<file path="src/ibc_pkg.sv">
// Purpose: shared constants and types for the processor-side port of the io bus controller
// Assumes: one clock, no software registers
// Notes: sizes follow the bus encoding used on the processor side
package ibc_pkg;
  localparam logic [1:0] SIZE_BYTE = 2'h0;
  localparam logic [1:0] SIZE_HALF = 2'h1;
  localparam logic [1:0] SIZE_WORD = 2'h2;
  localparam logic [1:0] SIZE_DWORD = 2'h3;
  localparam int unsigned BURST_MAX_BYTES = 16;
  localparam int unsigned CLK_PERIOD_NS = 5;
  localparam int unsigned WDOG_TIME_NS = 2560;
  localparam int unsigned WDOG_CYCLES = WDOG_TIME_NS / CLK_PERIOD_NS;
  localparam logic [31:0] RESET_ADDR = 32'h0000_0000;
  localparam logic [63:0] RESET_DATA = 64'h0000_0000_0000_0000;
  localparam int unsigned WORD_STEP = 4;
  typedef enum logic [2:0]
  {
    CSM_IDLE = 3'b000,
    CSM_REQ = 3'b001,
    CSM_GRANT = 3'b011,
    CSM_HOLD = 3'b010,
    CSM_HOUSE = 3'b110,
    CSM_VIRTUAL_DMA_TRANSFER_GET = 3'b111,
    CSM_VIRTUAL_DMA_TRANSFER_PUT = 3'b101,
    CSM_VIRTUAL_DMA_TRANSFER_BYP = 3'b100
  } ibc_state_t;
endpackage : ibc_pkg

</file>
<file path="src/ibc_cpu_port.sv">
// Functional notes
// - bus bursts carry at most sixteen bytes each.
// - no bus interrupts and no bus reset handled here.
// - master for programmed io, controller plus slave local, controller only bypass.
// - translation done before bus request, so bus sees only slave cycle.
// - writes posted; processor stalls only on a further access meanwhile.
// - reads stall processor until data valid at end of bus cycle.
// - dma is translation cycle, then slave cycle chosen from physical address.
// - local dma stages up to sixteen bytes: get, then put.
// - local read: internal get, then bus slave put.
// - local write: bus slave get ends transfer; put delays next translation.
// - bypass: no slave role, no get or put.
// - bus error in programmed io exposes cycle state to mmu.
// - bus error in dma: controller ends slave cycle with error ack.
// - watchdog expiry ends slave cycle with error.
// - byte, half, word and double sizes supported.
// - full copy of current cycle kept for sizing, split, retry; here it serves split and retry only, nothing is resized.
// - collision: hold programmed io, run dma, then resume held cycle.
// - read data ready shown by request signal.
// - idle, request until grant, hold until release, housekeeping for reads.
// - double to burst-incapable slot split into words, pending held.
// - sizing and retry handled in either half of split; here only retry is, a size ack with ack just keeps the port in grant.
// - retry ends cycle, frees bus, admits dma, restarts from start.
//
// Purpose: processor-side state machine and dma sequencing of the io bus controller
// Assumes: mmu translates addresses; arbiter and slave pins live elsewhere
// Notes: all outputs registered; clk_en freezes every flop
`timescale 1ns/1ps
`default_nettype none
module ibc_cpu_port
(
  input wire logic ref_clk,
  input wire logic rst_n,
  input wire logic clk_en,
  input wire logic cycle_strobe_n,
  input wire logic cpu_write,
  input wire logic [1:0] cpu_size,
  input wire logic [31:0] cpu_paddr,
  input wire logic [63:0] cpu_wdata,
  input wire logic slot_burst_ok,
  output logic controller_pending,
  output logic read_ready_request,
  output logic [63:0] cpu_rdata,
  output logic pio_error,
  output logic [31:0] err_addr,
  output logic [1:0] err_size,
  output logic err_write,
  output logic bus_req,
  input wire logic bus_grant,
  output logic bus_as,
  output logic [31:0] bus_addr,
  output logic [1:0] bus_size,
  output logic bus_write,
  output logic [31:0] bus_wdata,
  input wire logic [31:0] bus_rdata,
  input wire logic bus_ack,
  input wire logic bus_retry,
  input wire logic bus_err,
  input wire logic bus_size_ack,
  input wire logic virtual_dma_transfer_trans_done,
  input wire logic virtual_dma_transfer_local,
  input wire logic virtual_dma_transfer_write,
  input wire logic [4:0] virtual_dma_transfer_len,
  input wire logic virtual_dma_transfer_done,
  output logic virtual_dma_transfer_get,
  output logic virtual_dma_transfer_put,
  output logic virtual_dma_transfer_slave_sel,
  output logic virtual_dma_transfer_err_ack,
  output logic virtual_dma_transfer_busy
);
  ibc_pkg::ibc_state_t st_q, st_d;
  logic [31:0] addr_q;
  logic [63:0] wdata_q;
  logic [1:0] size_q;
  logic write_q;
  logic split_q;
  logic half_q;
  logic held_q;
  logic [63:0] rbuf_q;
  logic [4:0] stage_q;
  logic dwr_q;
  logic wd_expire;
  ibc_pkg::ibc_state_t virtual_dma_transfer_st;

  // cycle state copy lets the port split and retry without the mmu; a size ack resizes nothing
  wire strobe = !cycle_strobe_n && !controller_pending;
  wire need_split = (size_q == ibc_pkg::SIZE_DWORD) && !split_q;
  // internal get or put steps never stall on a slave, so the watchdog skips them
  wire slave_open = (st_q == ibc_pkg::CSM_GRANT)
    || (st_q == ibc_pkg::CSM_VIRTUAL_DMA_TRANSFER_GET && dwr_q)
    || (st_q == ibc_pkg::CSM_VIRTUAL_DMA_TRANSFER_PUT && !dwr_q);
  wire any_err = bus_err || wd_expire;
  wire last_half = !split_q || half_q;
  wire virtual_dma_transfer_req = virtual_dma_transfer_trans_done && !virtual_dma_transfer_busy;
  wire [4:0] clip_len = (virtual_dma_transfer_len > 5'(ibc_pkg::BURST_MAX_BYTES))
    ? 5'(ibc_pkg::BURST_MAX_BYTES) : virtual_dma_transfer_len;
  wire hold_exit = (st_q == ibc_pkg::CSM_HOLD) && !bus_grant;
  wire pio_final = hold_exit && (last_half || pio_error);
  wire to_house = (st_q == ibc_pkg::CSM_HOLD) && (st_d == ibc_pkg::CSM_HOUSE);
  // the upper word lands first; the second half of a split fills the lower word
  wire rd_capture = (st_q == ibc_pkg::CSM_GRANT) && bus_ack;
  wire virtual_dma_transfer_take = virtual_dma_transfer_req
    && ((st_q == ibc_pkg::CSM_IDLE) || (st_q == ibc_pkg::CSM_REQ));
  // local transfers always stage through get then put; only the bus side differs
  assign virtual_dma_transfer_st = virtual_dma_transfer_local ? ibc_pkg::CSM_VIRTUAL_DMA_TRANSFER_GET : ibc_pkg::CSM_VIRTUAL_DMA_TRANSFER_BYP;

  function automatic logic [31:0] next_word(input logic [31:0] a);
    next_word = a + 32'(ibc_pkg::WORD_STEP);
  endfunction : next_word

  function automatic logic is_virtual_dma_transfer(input ibc_pkg::ibc_state_t s);
    is_virtual_dma_transfer = (s == ibc_pkg::CSM_VIRTUAL_DMA_TRANSFER_GET) || (s == ibc_pkg::CSM_VIRTUAL_DMA_TRANSFER_PUT)
      || (s == ibc_pkg::CSM_VIRTUAL_DMA_TRANSFER_BYP);
  endfunction : is_virtual_dma_transfer

  ibc_wdog u_wdog
  (
    .ref_clk(ref_clk),
    .rst_n(rst_n),
    .clk_en(clk_en),
    .run(slave_open && !bus_ack),
    .expire(wd_expire)
  );

  always_comb
  begin
    st_d = st_q;
    case (st_q)
      ibc_pkg::CSM_IDLE:
      begin
        if (virtual_dma_transfer_req)
          st_d = virtual_dma_transfer_st;
        else if (held_q || strobe)
          st_d = ibc_pkg::CSM_REQ;
      end
      ibc_pkg::CSM_REQ:
      begin
        // the translation pulse lasts one cycle, so it is taken here, not replayed
        if (virtual_dma_transfer_req)
          st_d = virtual_dma_transfer_st;
        else if (bus_grant)
          st_d = ibc_pkg::CSM_GRANT;
      end
      ibc_pkg::CSM_GRANT:
      begin
        // a retry keeps the held copy, so the same half reruns once the bus is won
        if (bus_retry)
          st_d = ibc_pkg::CSM_IDLE;
        else if (any_err || (bus_ack && !bus_size_ack))
          st_d = ibc_pkg::CSM_HOLD;
      end
      ibc_pkg::CSM_HOLD:
      begin
        // the arbiter takes grant back before the next half or the exit
        if (!bus_grant)
        begin
          if (pio_error || !last_half)
            st_d = pio_error ? ibc_pkg::CSM_IDLE : ibc_pkg::CSM_REQ;
          else
            st_d = write_q ? ibc_pkg::CSM_IDLE : ibc_pkg::CSM_HOUSE;
        end
      end
      ibc_pkg::CSM_HOUSE:
        st_d = ibc_pkg::CSM_IDLE;
      // local read: internal get shows as a pause, then slave put
      ibc_pkg::CSM_VIRTUAL_DMA_TRANSFER_GET:
      begin
        if (virtual_dma_transfer_done || any_err)
          st_d = ibc_pkg::CSM_VIRTUAL_DMA_TRANSFER_PUT;
      end
      // put follows get; for writes the bus part was the get, the store is internal
      ibc_pkg::CSM_VIRTUAL_DMA_TRANSFER_PUT:
      begin
        if (virtual_dma_transfer_done || any_err)
          st_d = ibc_pkg::CSM_IDLE;
      end
      ibc_pkg::CSM_VIRTUAL_DMA_TRANSFER_BYP:
      begin
        if (virtual_dma_transfer_done || any_err)
          st_d = ibc_pkg::CSM_IDLE;
      end
      default:
        st_d = ibc_pkg::CSM_IDLE;
    endcase
  end

  always_ff @(posedge ref_clk or negedge rst_n)
  begin
    if (!rst_n)
    begin
      st_q <= ibc_pkg::CSM_IDLE;
      addr_q <= ibc_pkg::RESET_ADDR;
      wdata_q <= ibc_pkg::RESET_DATA;
      size_q <= ibc_pkg::SIZE_BYTE;
      write_q <= 1'b0;
      split_q <= 1'b0;
      half_q <= 1'b0;
      held_q <= 1'b0;
      rbuf_q <= ibc_pkg::RESET_DATA;
      stage_q <= 5'h00;
      dwr_q <= 1'b0;
    end
    else if (clk_en)
    begin
      st_q <= st_d;
      if (strobe)
      begin
        addr_q <= cpu_paddr;
        wdata_q <= cpu_wdata;
        size_q <= cpu_size;
        write_q <= cpu_write;
        split_q <= (cpu_size == ibc_pkg::SIZE_DWORD) && !slot_burst_ok;
        half_q <= 1'b0;
        held_q <= 1'b1;
      end
      else if (hold_exit)
      begin
        if (!pio_final)
        begin
          half_q <= 1'b1;
          addr_q <= next_word(addr_q);
        end
        else
          held_q <= 1'b0;
      end
      if (rd_capture)
      begin
        if (half_q)
          rbuf_q[31:0] <= bus_rdata;
        else
          rbuf_q[63:32] <= bus_rdata;
      end
      if (virtual_dma_transfer_take)
      begin
        stage_q <= clip_len;
        dwr_q <= virtual_dma_transfer_write;
      end
      else if (st_d == ibc_pkg::CSM_IDLE)
        stage_q <= 5'h00;
    end
  end

  // outputs straight from flops; a retry keeps pending high and restarts quietly
  always_ff @(posedge ref_clk or negedge rst_n)
  begin
    if (!rst_n)
    begin
      controller_pending <= 1'b0;
      read_ready_request <= 1'b0;
      cpu_rdata <= ibc_pkg::RESET_DATA;
      pio_error <= 1'b0;
      err_addr <= ibc_pkg::RESET_ADDR;
      err_size <= ibc_pkg::SIZE_BYTE;
      err_write <= 1'b0;
      bus_req <= 1'b0;
      bus_as <= 1'b0;
      bus_addr <= ibc_pkg::RESET_ADDR;
      bus_size <= ibc_pkg::SIZE_BYTE;
      bus_write <= 1'b0;
      bus_wdata <= 32'h0000_0000;
      virtual_dma_transfer_get <= 1'b0;
      virtual_dma_transfer_put <= 1'b0;
      virtual_dma_transfer_slave_sel <= 1'b0;
      virtual_dma_transfer_err_ack <= 1'b0;
      virtual_dma_transfer_busy <= 1'b0;
    end
    else if (clk_en)
    begin
      // posted write frees the cpu; a second access waits on pending
      controller_pending <= strobe || (held_q && !pio_final)
        || (st_d == ibc_pkg::CSM_HOUSE);
      read_ready_request <= to_house;
      if (to_house)
        cpu_rdata <= split_q ? rbuf_q : {rbuf_q[63:32], bus_rdata};
      if (strobe)
        pio_error <= 1'b0;
      else if (st_q == ibc_pkg::CSM_GRANT && any_err)
      begin
        pio_error <= 1'b1;
        err_addr <= addr_q;
        err_size <= size_q;
        err_write <= write_q;
      end
      bus_req <= (st_d == ibc_pkg::CSM_REQ) || (st_d == ibc_pkg::CSM_GRANT);
      bus_as <= st_d == ibc_pkg::CSM_GRANT;
      bus_addr <= addr_q;
      bus_size <= split_q ? ibc_pkg::SIZE_WORD : size_q;
      bus_write <= write_q;
      bus_wdata <= half_q ? wdata_q[31:0] : wdata_q[63:32];
      virtual_dma_transfer_busy <= is_virtual_dma_transfer(st_d);
      virtual_dma_transfer_get <= st_d == ibc_pkg::CSM_VIRTUAL_DMA_TRANSFER_GET;
      virtual_dma_transfer_put <= st_d == ibc_pkg::CSM_VIRTUAL_DMA_TRANSFER_PUT;
      virtual_dma_transfer_slave_sel <= (st_d == ibc_pkg::CSM_VIRTUAL_DMA_TRANSFER_GET) || (st_d == ibc_pkg::CSM_VIRTUAL_DMA_TRANSFER_PUT);
      virtual_dma_transfer_err_ack <= any_err && is_virtual_dma_transfer(st_q);
    end
  end
  // bus interrupts and bus reset are not driven here
endmodule : ibc_cpu_port
`default_nettype wire

</file>
<file path="src/ibc_wdog.sv">
// Purpose: watchdog counter for slave cycles
// Assumes: run is high while a slave cycle is open
// Notes: expire is a one-cycle pulse when the limit is reached
`timescale 1ns/1ps
`default_nettype none
module ibc_wdog
(
  input wire logic ref_clk,
  input wire logic rst_n,
  input wire logic clk_en,
  input wire logic run,
  output logic expire
);
  logic [9:0] cnt_q;
  wire limit_hit = (cnt_q == 10'(ibc_pkg::WDOG_CYCLES - 1));
  always_ff @(posedge ref_clk or negedge rst_n)
  begin
    if (!rst_n)
    begin
      cnt_q <= 10'h000;
      expire <= 1'b0;
    end
    else if (clk_en)
    begin
      cnt_q <= (run && !limit_hit) ? cnt_q + 10'h001 : 10'h000;
      expire <= run && limit_hit;
    end
  end
endmodule : ibc_wdog
`default_nettype wire
</file>
<file path="config.mk">
export PLATFORM = sky130hd
export DESIGN_NAME = ibc_cpu_port
export DESIGN_NICKNAME = d
export VERILOG_FILES = /design/src/ibc_pkg.sv /design/src/ibc_cpu_port.sv /design/src/ibc_wdog.sv
export SDC_FILE = /design/constraint.sdc
export NUM_CORES = 1
export LEC_CHECK = 0
export ABC_AREA = 1
export BUFFER_PORTS_ARGS = -buffer_cell sky130_fd_sc_hd__buf_2
export CAP_MARGIN = 20
export CORE_MARGIN = 10
export CORE_UTILIZATION = 59
export DETAILED_ROUTE_END_ITERATION = 10
export GPL_ROUTABILITY_DRIVEN = 1
export PLACE_DENSITY = 0.85
export SLEW_MARGIN = 20
export SYNTH_ARGS = -nofsm -noshare
export SYNTH_HDL_FRONTEND = slang
export SYNTH_SLANG_ARGS = --single-unit
export TNS_END_PERCENT = 5
</file>
<file path="constraint.sdc">
create_clock -name ref_clk -period 4.2 [get_ports ref_clk]
set_input_delay 0.21 -clock ref_clk [delete_from_list [all_inputs] [get_ports ref_clk]]
set_output_delay 0.21 -clock ref_clk [all_outputs]
set_load 0.005 [all_outputs]
</file>
* Yosys cells after proc, flatten, opt, wreduce, memory -nomap -nowiden *
Cells that the tools add are included.

word-level totals
  register bits after elaboration = 357
  latch bits = 0
  bits in writable memories = 0
  ROM bits = 0
  bits of input ports = 150
  output and inout port bits = 176
  logic and storage cells = 140
  memories = 0

cells by class
  add/sub/neg operators = 2
  multipliers = 0
  div/mod/pow operators = 0
  order comparisons = 0
  eq/ne operators = 16
  shifts and indexed selects = 0
  mux-type cells = 29
  bitwise gates (word level) = 2
  reduce and logical (&&, ||, !) cells = 60

operators with widths
  kind                                                  count
  two-way mux 32 bit                                    5
  two-way mux 3 bit                                     11
  adder 32 x 3 -> 32 bit, second input constant         1
  equality test 3 bit, second input constant            8
  one-hot mux 3 bit (7 select lines)                    1
  logical AND 1 bit                                     17
  logical OR 1 bit                                      17
  AND reduction 3 bit                                   5
  zero test 1 bit                                       12
  adder 10 x 1 -> 10 bit, second input constant         1
  equality test 10 x 9 -> 1 bit, second input constant  1
  two-way mux 10 bit                                    1
  equality test 3 x 2 -> 1 bit, second input constant   3
  two-way mux 1 bit                                     9
  AND reduction 2 bit                                   4
  equality test 3 x 1 -> 1 bit, second input constant   2
  nonzero test 2 bit                                    3
  two-way mux 2 bit                                     2
  zero test 3 bit                                       1
  equality test 2 bit, second input constant            1
  inequality test 2 bit, second input constant          1
  NOT 1 bit                                             2
  OR reduction 2 bit                                    1

* Logic depth before layout (Yosys ltp) *
  word-level depth = 10
  depth in mapped cells = 12
  gate-level depth less buffers = 11

* Hierarchy *
From an unflattened synthesis, not the netlist that was laid out.

second synthesis, totals
  cell total of the unflattened synthesis = 1835
  area total of the unflattened synthesis = 15407.3 um^2

modules (own cells, without submodules)
  module        instances  cells each  area an instance (um^2)  seq. area each (um^2)
  ibc_cpu_port  1          1755        14777.9                  8658.3
  ibc_wdog      1          80          629.4                    275.3

* Worst setup path before layout *
No wires, ideal clock.

  path kind = register to register
  start = register addr_q[3]
  end = register addr_q[18]
  library setup time = 124 ps
  arrival = 1330 ps
  required time = 4076 ps
  path slack = 2746 ps
  stages on the path, launching flop included = 9
  buffers on the path = 0
  period minus slack after synthesis = 1454 ps
  cell sequence = dfrtp_1 -> ha_1 -> nand3_1 -> inv_1 -> nand2_1 -> o21ai_0 -> nand3_1 -> o211ai_1 -> nand2_1

on the way
  cells in the longest elaborated chain, start to end = 4

RTL lines
  item                      line                 text
  start: declaration        ibc_cpu_port.sv:72   logic [31:0] addr_q;
  start signal: assignment  ibc_cpu_port.sv:192  addr_q <= ibc_pkg::RESET_ADDR;
  start signal: assignment  ibc_cpu_port.sv:208  addr_q <= cpu_paddr;
  start signal: assignment  ibc_cpu_port.sv:221  addr_q <= next_word(addr_q);
  adder 32 x 3 -> 32 bit    ibc_cpu_port.sv:108  next_word = a + 32'(ibc_pkg::WORD_STEP);
  two-way mux 32 bit        ibc_cpu_port.sv:218  if (!pio_final)
  two-way mux 32 bit        ibc_cpu_port.sv:216  else if (hold_exit)
  two-way mux 32 bit        ibc_cpu_port.sv:206  if (strobe)

Every way passes these cells. The select of a mux whose other input is x is not followed.
A chain may end at the register's enable or synchronous reset.

* Worst setup path after layout *
  start = register half_q
  end = register cpu_rdata[63]

on the way
  cells in the longest elaborated chain, start to end = 9

RTL lines
  item                                line                 text
  start: declaration                  ibc_cpu_port.sv:77   logic half_q;
  start signal: assignment            ibc_cpu_port.sv:197  half_q <= 1'b0;
  start signal: assignment            ibc_cpu_port.sv:213  half_q <= 1'b0;
  start signal: assignment            ibc_cpu_port.sv:220  half_q <= 1'b1;
  logical OR 1 bit                    ibc_cpu_port.sv:93   wire last_half = !split_q || half_q;
  zero test 1 bit                     ibc_cpu_port.sv:157  if (pio_error || !last_half)
  logical OR 1 bit                    ibc_cpu_port.sv:157
  two-way mux 3 bit                   ibc_cpu_port.sv:157
  two-way mux 3 bit                   ibc_cpu_port.sv:155  if (!bus_grant)
  one-hot mux 3 bit (7 select lines)  ibc_cpu_port.sv:128  case (st_q)
  equality test 3 bit                 ibc_cpu_port.sv:99   wire to_house = (st_q == ibc_pkg::CSM_HOLD) && (st_d == ibc_pkg::CSM_HOUSE);
  logical AND 1 bit                   ibc_cpu_port.sv:99
  AND reduction 2 bit (no line)       n/a
  end signal: assignment              ibc_cpu_port.sv:250  cpu_rdata <= ibc_pkg::RESET_DATA;
  end signal: assignment              ibc_cpu_port.sv:274  cpu_rdata <= split_q ? rbuf_q : {rbuf_q[63:32], bus_rdata};
  end: declaration                    ibc_cpu_port.sv:43   output logic [63:0] cpu_rdata,

Every way passes these cells.

==> results.md <==
* Buf+Inv Stages, Crit Path at 5
* Clock Sinks at approximately 360
* Initial DRC Count at 1484
* Tmin final at 2740 ps
* Layout cells sized above 1 at between 10% and 20%
* Share of async-settable or async-resettable flops after synthesis at 100%
* Post-Syn Instances at between 1500 and 2000
* Inserted Clock Buffers at 36
* Die H at 181 um
* Status: finished clean
* Hold Buf Count CTS at roughly 100
* Slowest stage delay, CP at 690 ps
* Post-route DRC violation count at 0
* Post-DP HPWL at ~29 mm
* Post-synth EDFFs at 0
* Startpoint Class: register
* Slew Limit Fails at 0
* Maximum VDD drop at ~440 uV
* Crit-path max FO at 99
* Global-route wire length before repair at roughly 77 mm
* Final WL at roughly 48 mm
* Xor/xnor share of the synthesized area at 0.399%
* Synth Area in Adders at less than 1%
* Die X at 181 um
* Die ar. at approximately 0.033 mm^2
* Final setup TNS at 0 ps
* Max Root-Sink Buffers at 3
* Crit path max-delay family: buffers and inverters
* Mux cell area share after synthesis at less than 1%
* Seq/Total Area, Yosys at 58.2%
* Critical path arrival at about 3100 ps
* Global placement routability congestion at between 0.9 and 1
* Fin crit share at about 65%
* Primary FF master, synth: dfrtp_1
* Syn Std Cell Area at 0.0153 mm^2
* Max Cap Viol at 0
* Later-pin clock latency in the skew report at between 500 and 600 ps
* Total congestion overflow at 0
* I/O Buffers at 320
* #FFs+latches synth at approximately 360
* Maximum number of pins on one net before global-route repair at 110
* Clock skew at ~18 ps
* Routed Antenna Nets at 0
* Number of setup buffers added after CTS at 0
* Pwr Density at roughly 670 mW/mm^2
* Post-DR wirelength/cell at between 15 and 20 um
* Final setup violation count at 0
* Fin nets at 2360
* Share of the synthesized area in the top cell type at around three fifths
* Cell Chain, Critical Path: buf_4 > inv_2 > nand2_1 > nand2_1 > inv_1 > nand3_4 > buf_4 > inv_2 > nand2_1 > nand2_1
* Initial Utilization at between 60% and 70%
* Crit path max-delay cell type: buf_4
* Top post-synthesis cells by count: nand2_1, dfrtp_1, o21ai_0, nand3_1, inv_1
* Total number of vias at between 10000 and 15000
* Synth Area in Compound Gates at under 10%
* Hold WC Path Type: in -> reg
* Worst Tran Pin Value at between 1000 and 1500 ps
* Reg clk slew, reported paths at around 60 ps
* CP endpoint kind: register
* Row cnt at 58
* Peak Freq at approximately 0.36 GHz
* First-pass detailed-route iteration total at 7
* Final Hold Viols at 0
* RSZ-0062 raised after global routing: false
* Number of global-route vias before repair at about 14000
* Top-count cell post-synth: nand2_1
* Synth area leaders: dfrtp_1, nand2_1, o21ai_0
* Vias per cell at 5.62
* CTS tree: yes
* Core area at between 0.02 and 0.03 mm^2
* Most used cell, CP: nand2_1
* Critical Path RT at roughly 4600 ps
* Max-slew headroom at approximately a quarter
* Post-CTS sizing at 0
* Mean cell area of the mapped netlist at about 8.4 um^2
* Post-Syn Nets at around 2000
* Clock root cell: clkbuf_16
* GRT Total Usage at between 20% and 30%
* Main combinational cell family by area after synthesis: simple AND/OR/NAND/NOR gates
* Simple-gate share of the synthesized area at between 20% and 30%
* Area grow syn2layout at 25.8%
* Power Total at around 0.013 W
* Yosys warns at 0
* # IOs at around 330
* Leakage at 10.2 nW
* Filler cell count at around 1700
* CTS H-tree depth at 2
* Cell taking the most area after synthesis: dfrtp_1
* Antenna violations before repair at 4
* Synth cell types at 44
* Setup CP Type: reg -> reg
layout make-up:
class	count	area, um^2	area share [%]
sequential	357	8930	46.2
multi-input combinational	1260	5580	28.9
timing repair buffer	439	2790	14.4
clock buffer	52	1050	5.45
inverter	114	429	2.22
tap	330	413	2.14
clock inverter	11	115	0.596
antenna	4	10.0	0.0518
cell usage in the layout (no fill, tap or decap), types with 15 or more instances in the layout:
master and count:
o21ai_1 15, clkbuf_16 37, o21ai_0 221, nand3_1 119
buf_2 319, dlygate4sd3_1 103, inv_1 107, nor2_1 90
dfrtp_1 357, nand2_1 724
metrics by stage:
step	utilization [%]	hold slack [ps]	setup WS, ps	instance area [um^2]	cells
floorplan	-	-85.6	2750	15300	1822
global placement	67.4	305	1540	17100	2397
detailed placement	67.4	301	1490	17100	2397
CTS	76.0	0.0753	1500	19300	2563
global route	76.0	10.4	1240	19300	2567
finish	76.0	9.88	1460	19300	2567
worst min-delay path, stage by stage:
cell and delay [ps]:
buf_2 90, inv_1 70, o21ai_0 90
cells by family after synthesis:
logic type                 after synthesis
muxes                                    2
AOI/OAI and AO/OA                      273
xor gates and xnor gates                 7
and+or+nand+nor                        976
DFF                                    357
buffers and inverters                  205
adders and majority gates                2
flip-flops by register name (all words and copies together), names as in the netlist, 2 cells and up:
| name | flops |
|---|---|
| u_wdog.cnt_q | 10 |
| cpu_rdata | 64 |
| size_q | 2 |
| rbuf_q | 64 |
| wdata_q | 64 |
| bus_wdata | 32 |
| err_size | 2 |
| bus_addr | 32 |
| bus_size | 2 |
| addr_q | 32 |
| st_q | 3 |
| err_addr | 32 |
report_power, final:
group	switching, W	total [W]	internal (W)
logic	0.00226	0.00376	0.00150
registers	0.00102	0.00593	0.00491
clock network	0.00133	0.00319	0.00187
total	0.00461	0.0129	0.00827
worst paths after layout:
path / start / to / slack, ps / cells past startpoint
hold reg to reg: rbuf_q[42] / cpu_rdata[42] / 470 / 2
min in group asynchronous: rst_n / bus_addr[11] / 310 / 2
setup / recovery: half_q / cpu_rdata[63] / 1460 / 10
max in group asynchronous: rst_n / bus_wdata[9] / 2840 / 3
setup reg to reg: half_q / cpu_rdata[63] / 1460 / 10
hold / removal: bus_rdata[15] / rbuf_q[47] / 10 / 3
routing by layer:
metal	track usage, %	vias to the layer above	wire length, um
met5	0	-	0
met4	11.9	0	2090
met3	6.45	159	4310
met2	48.3	818	23900
met1	34.1	6863	17600
li1	-	6576	-
Note: power is estimated with default switching activity, not from simulation.
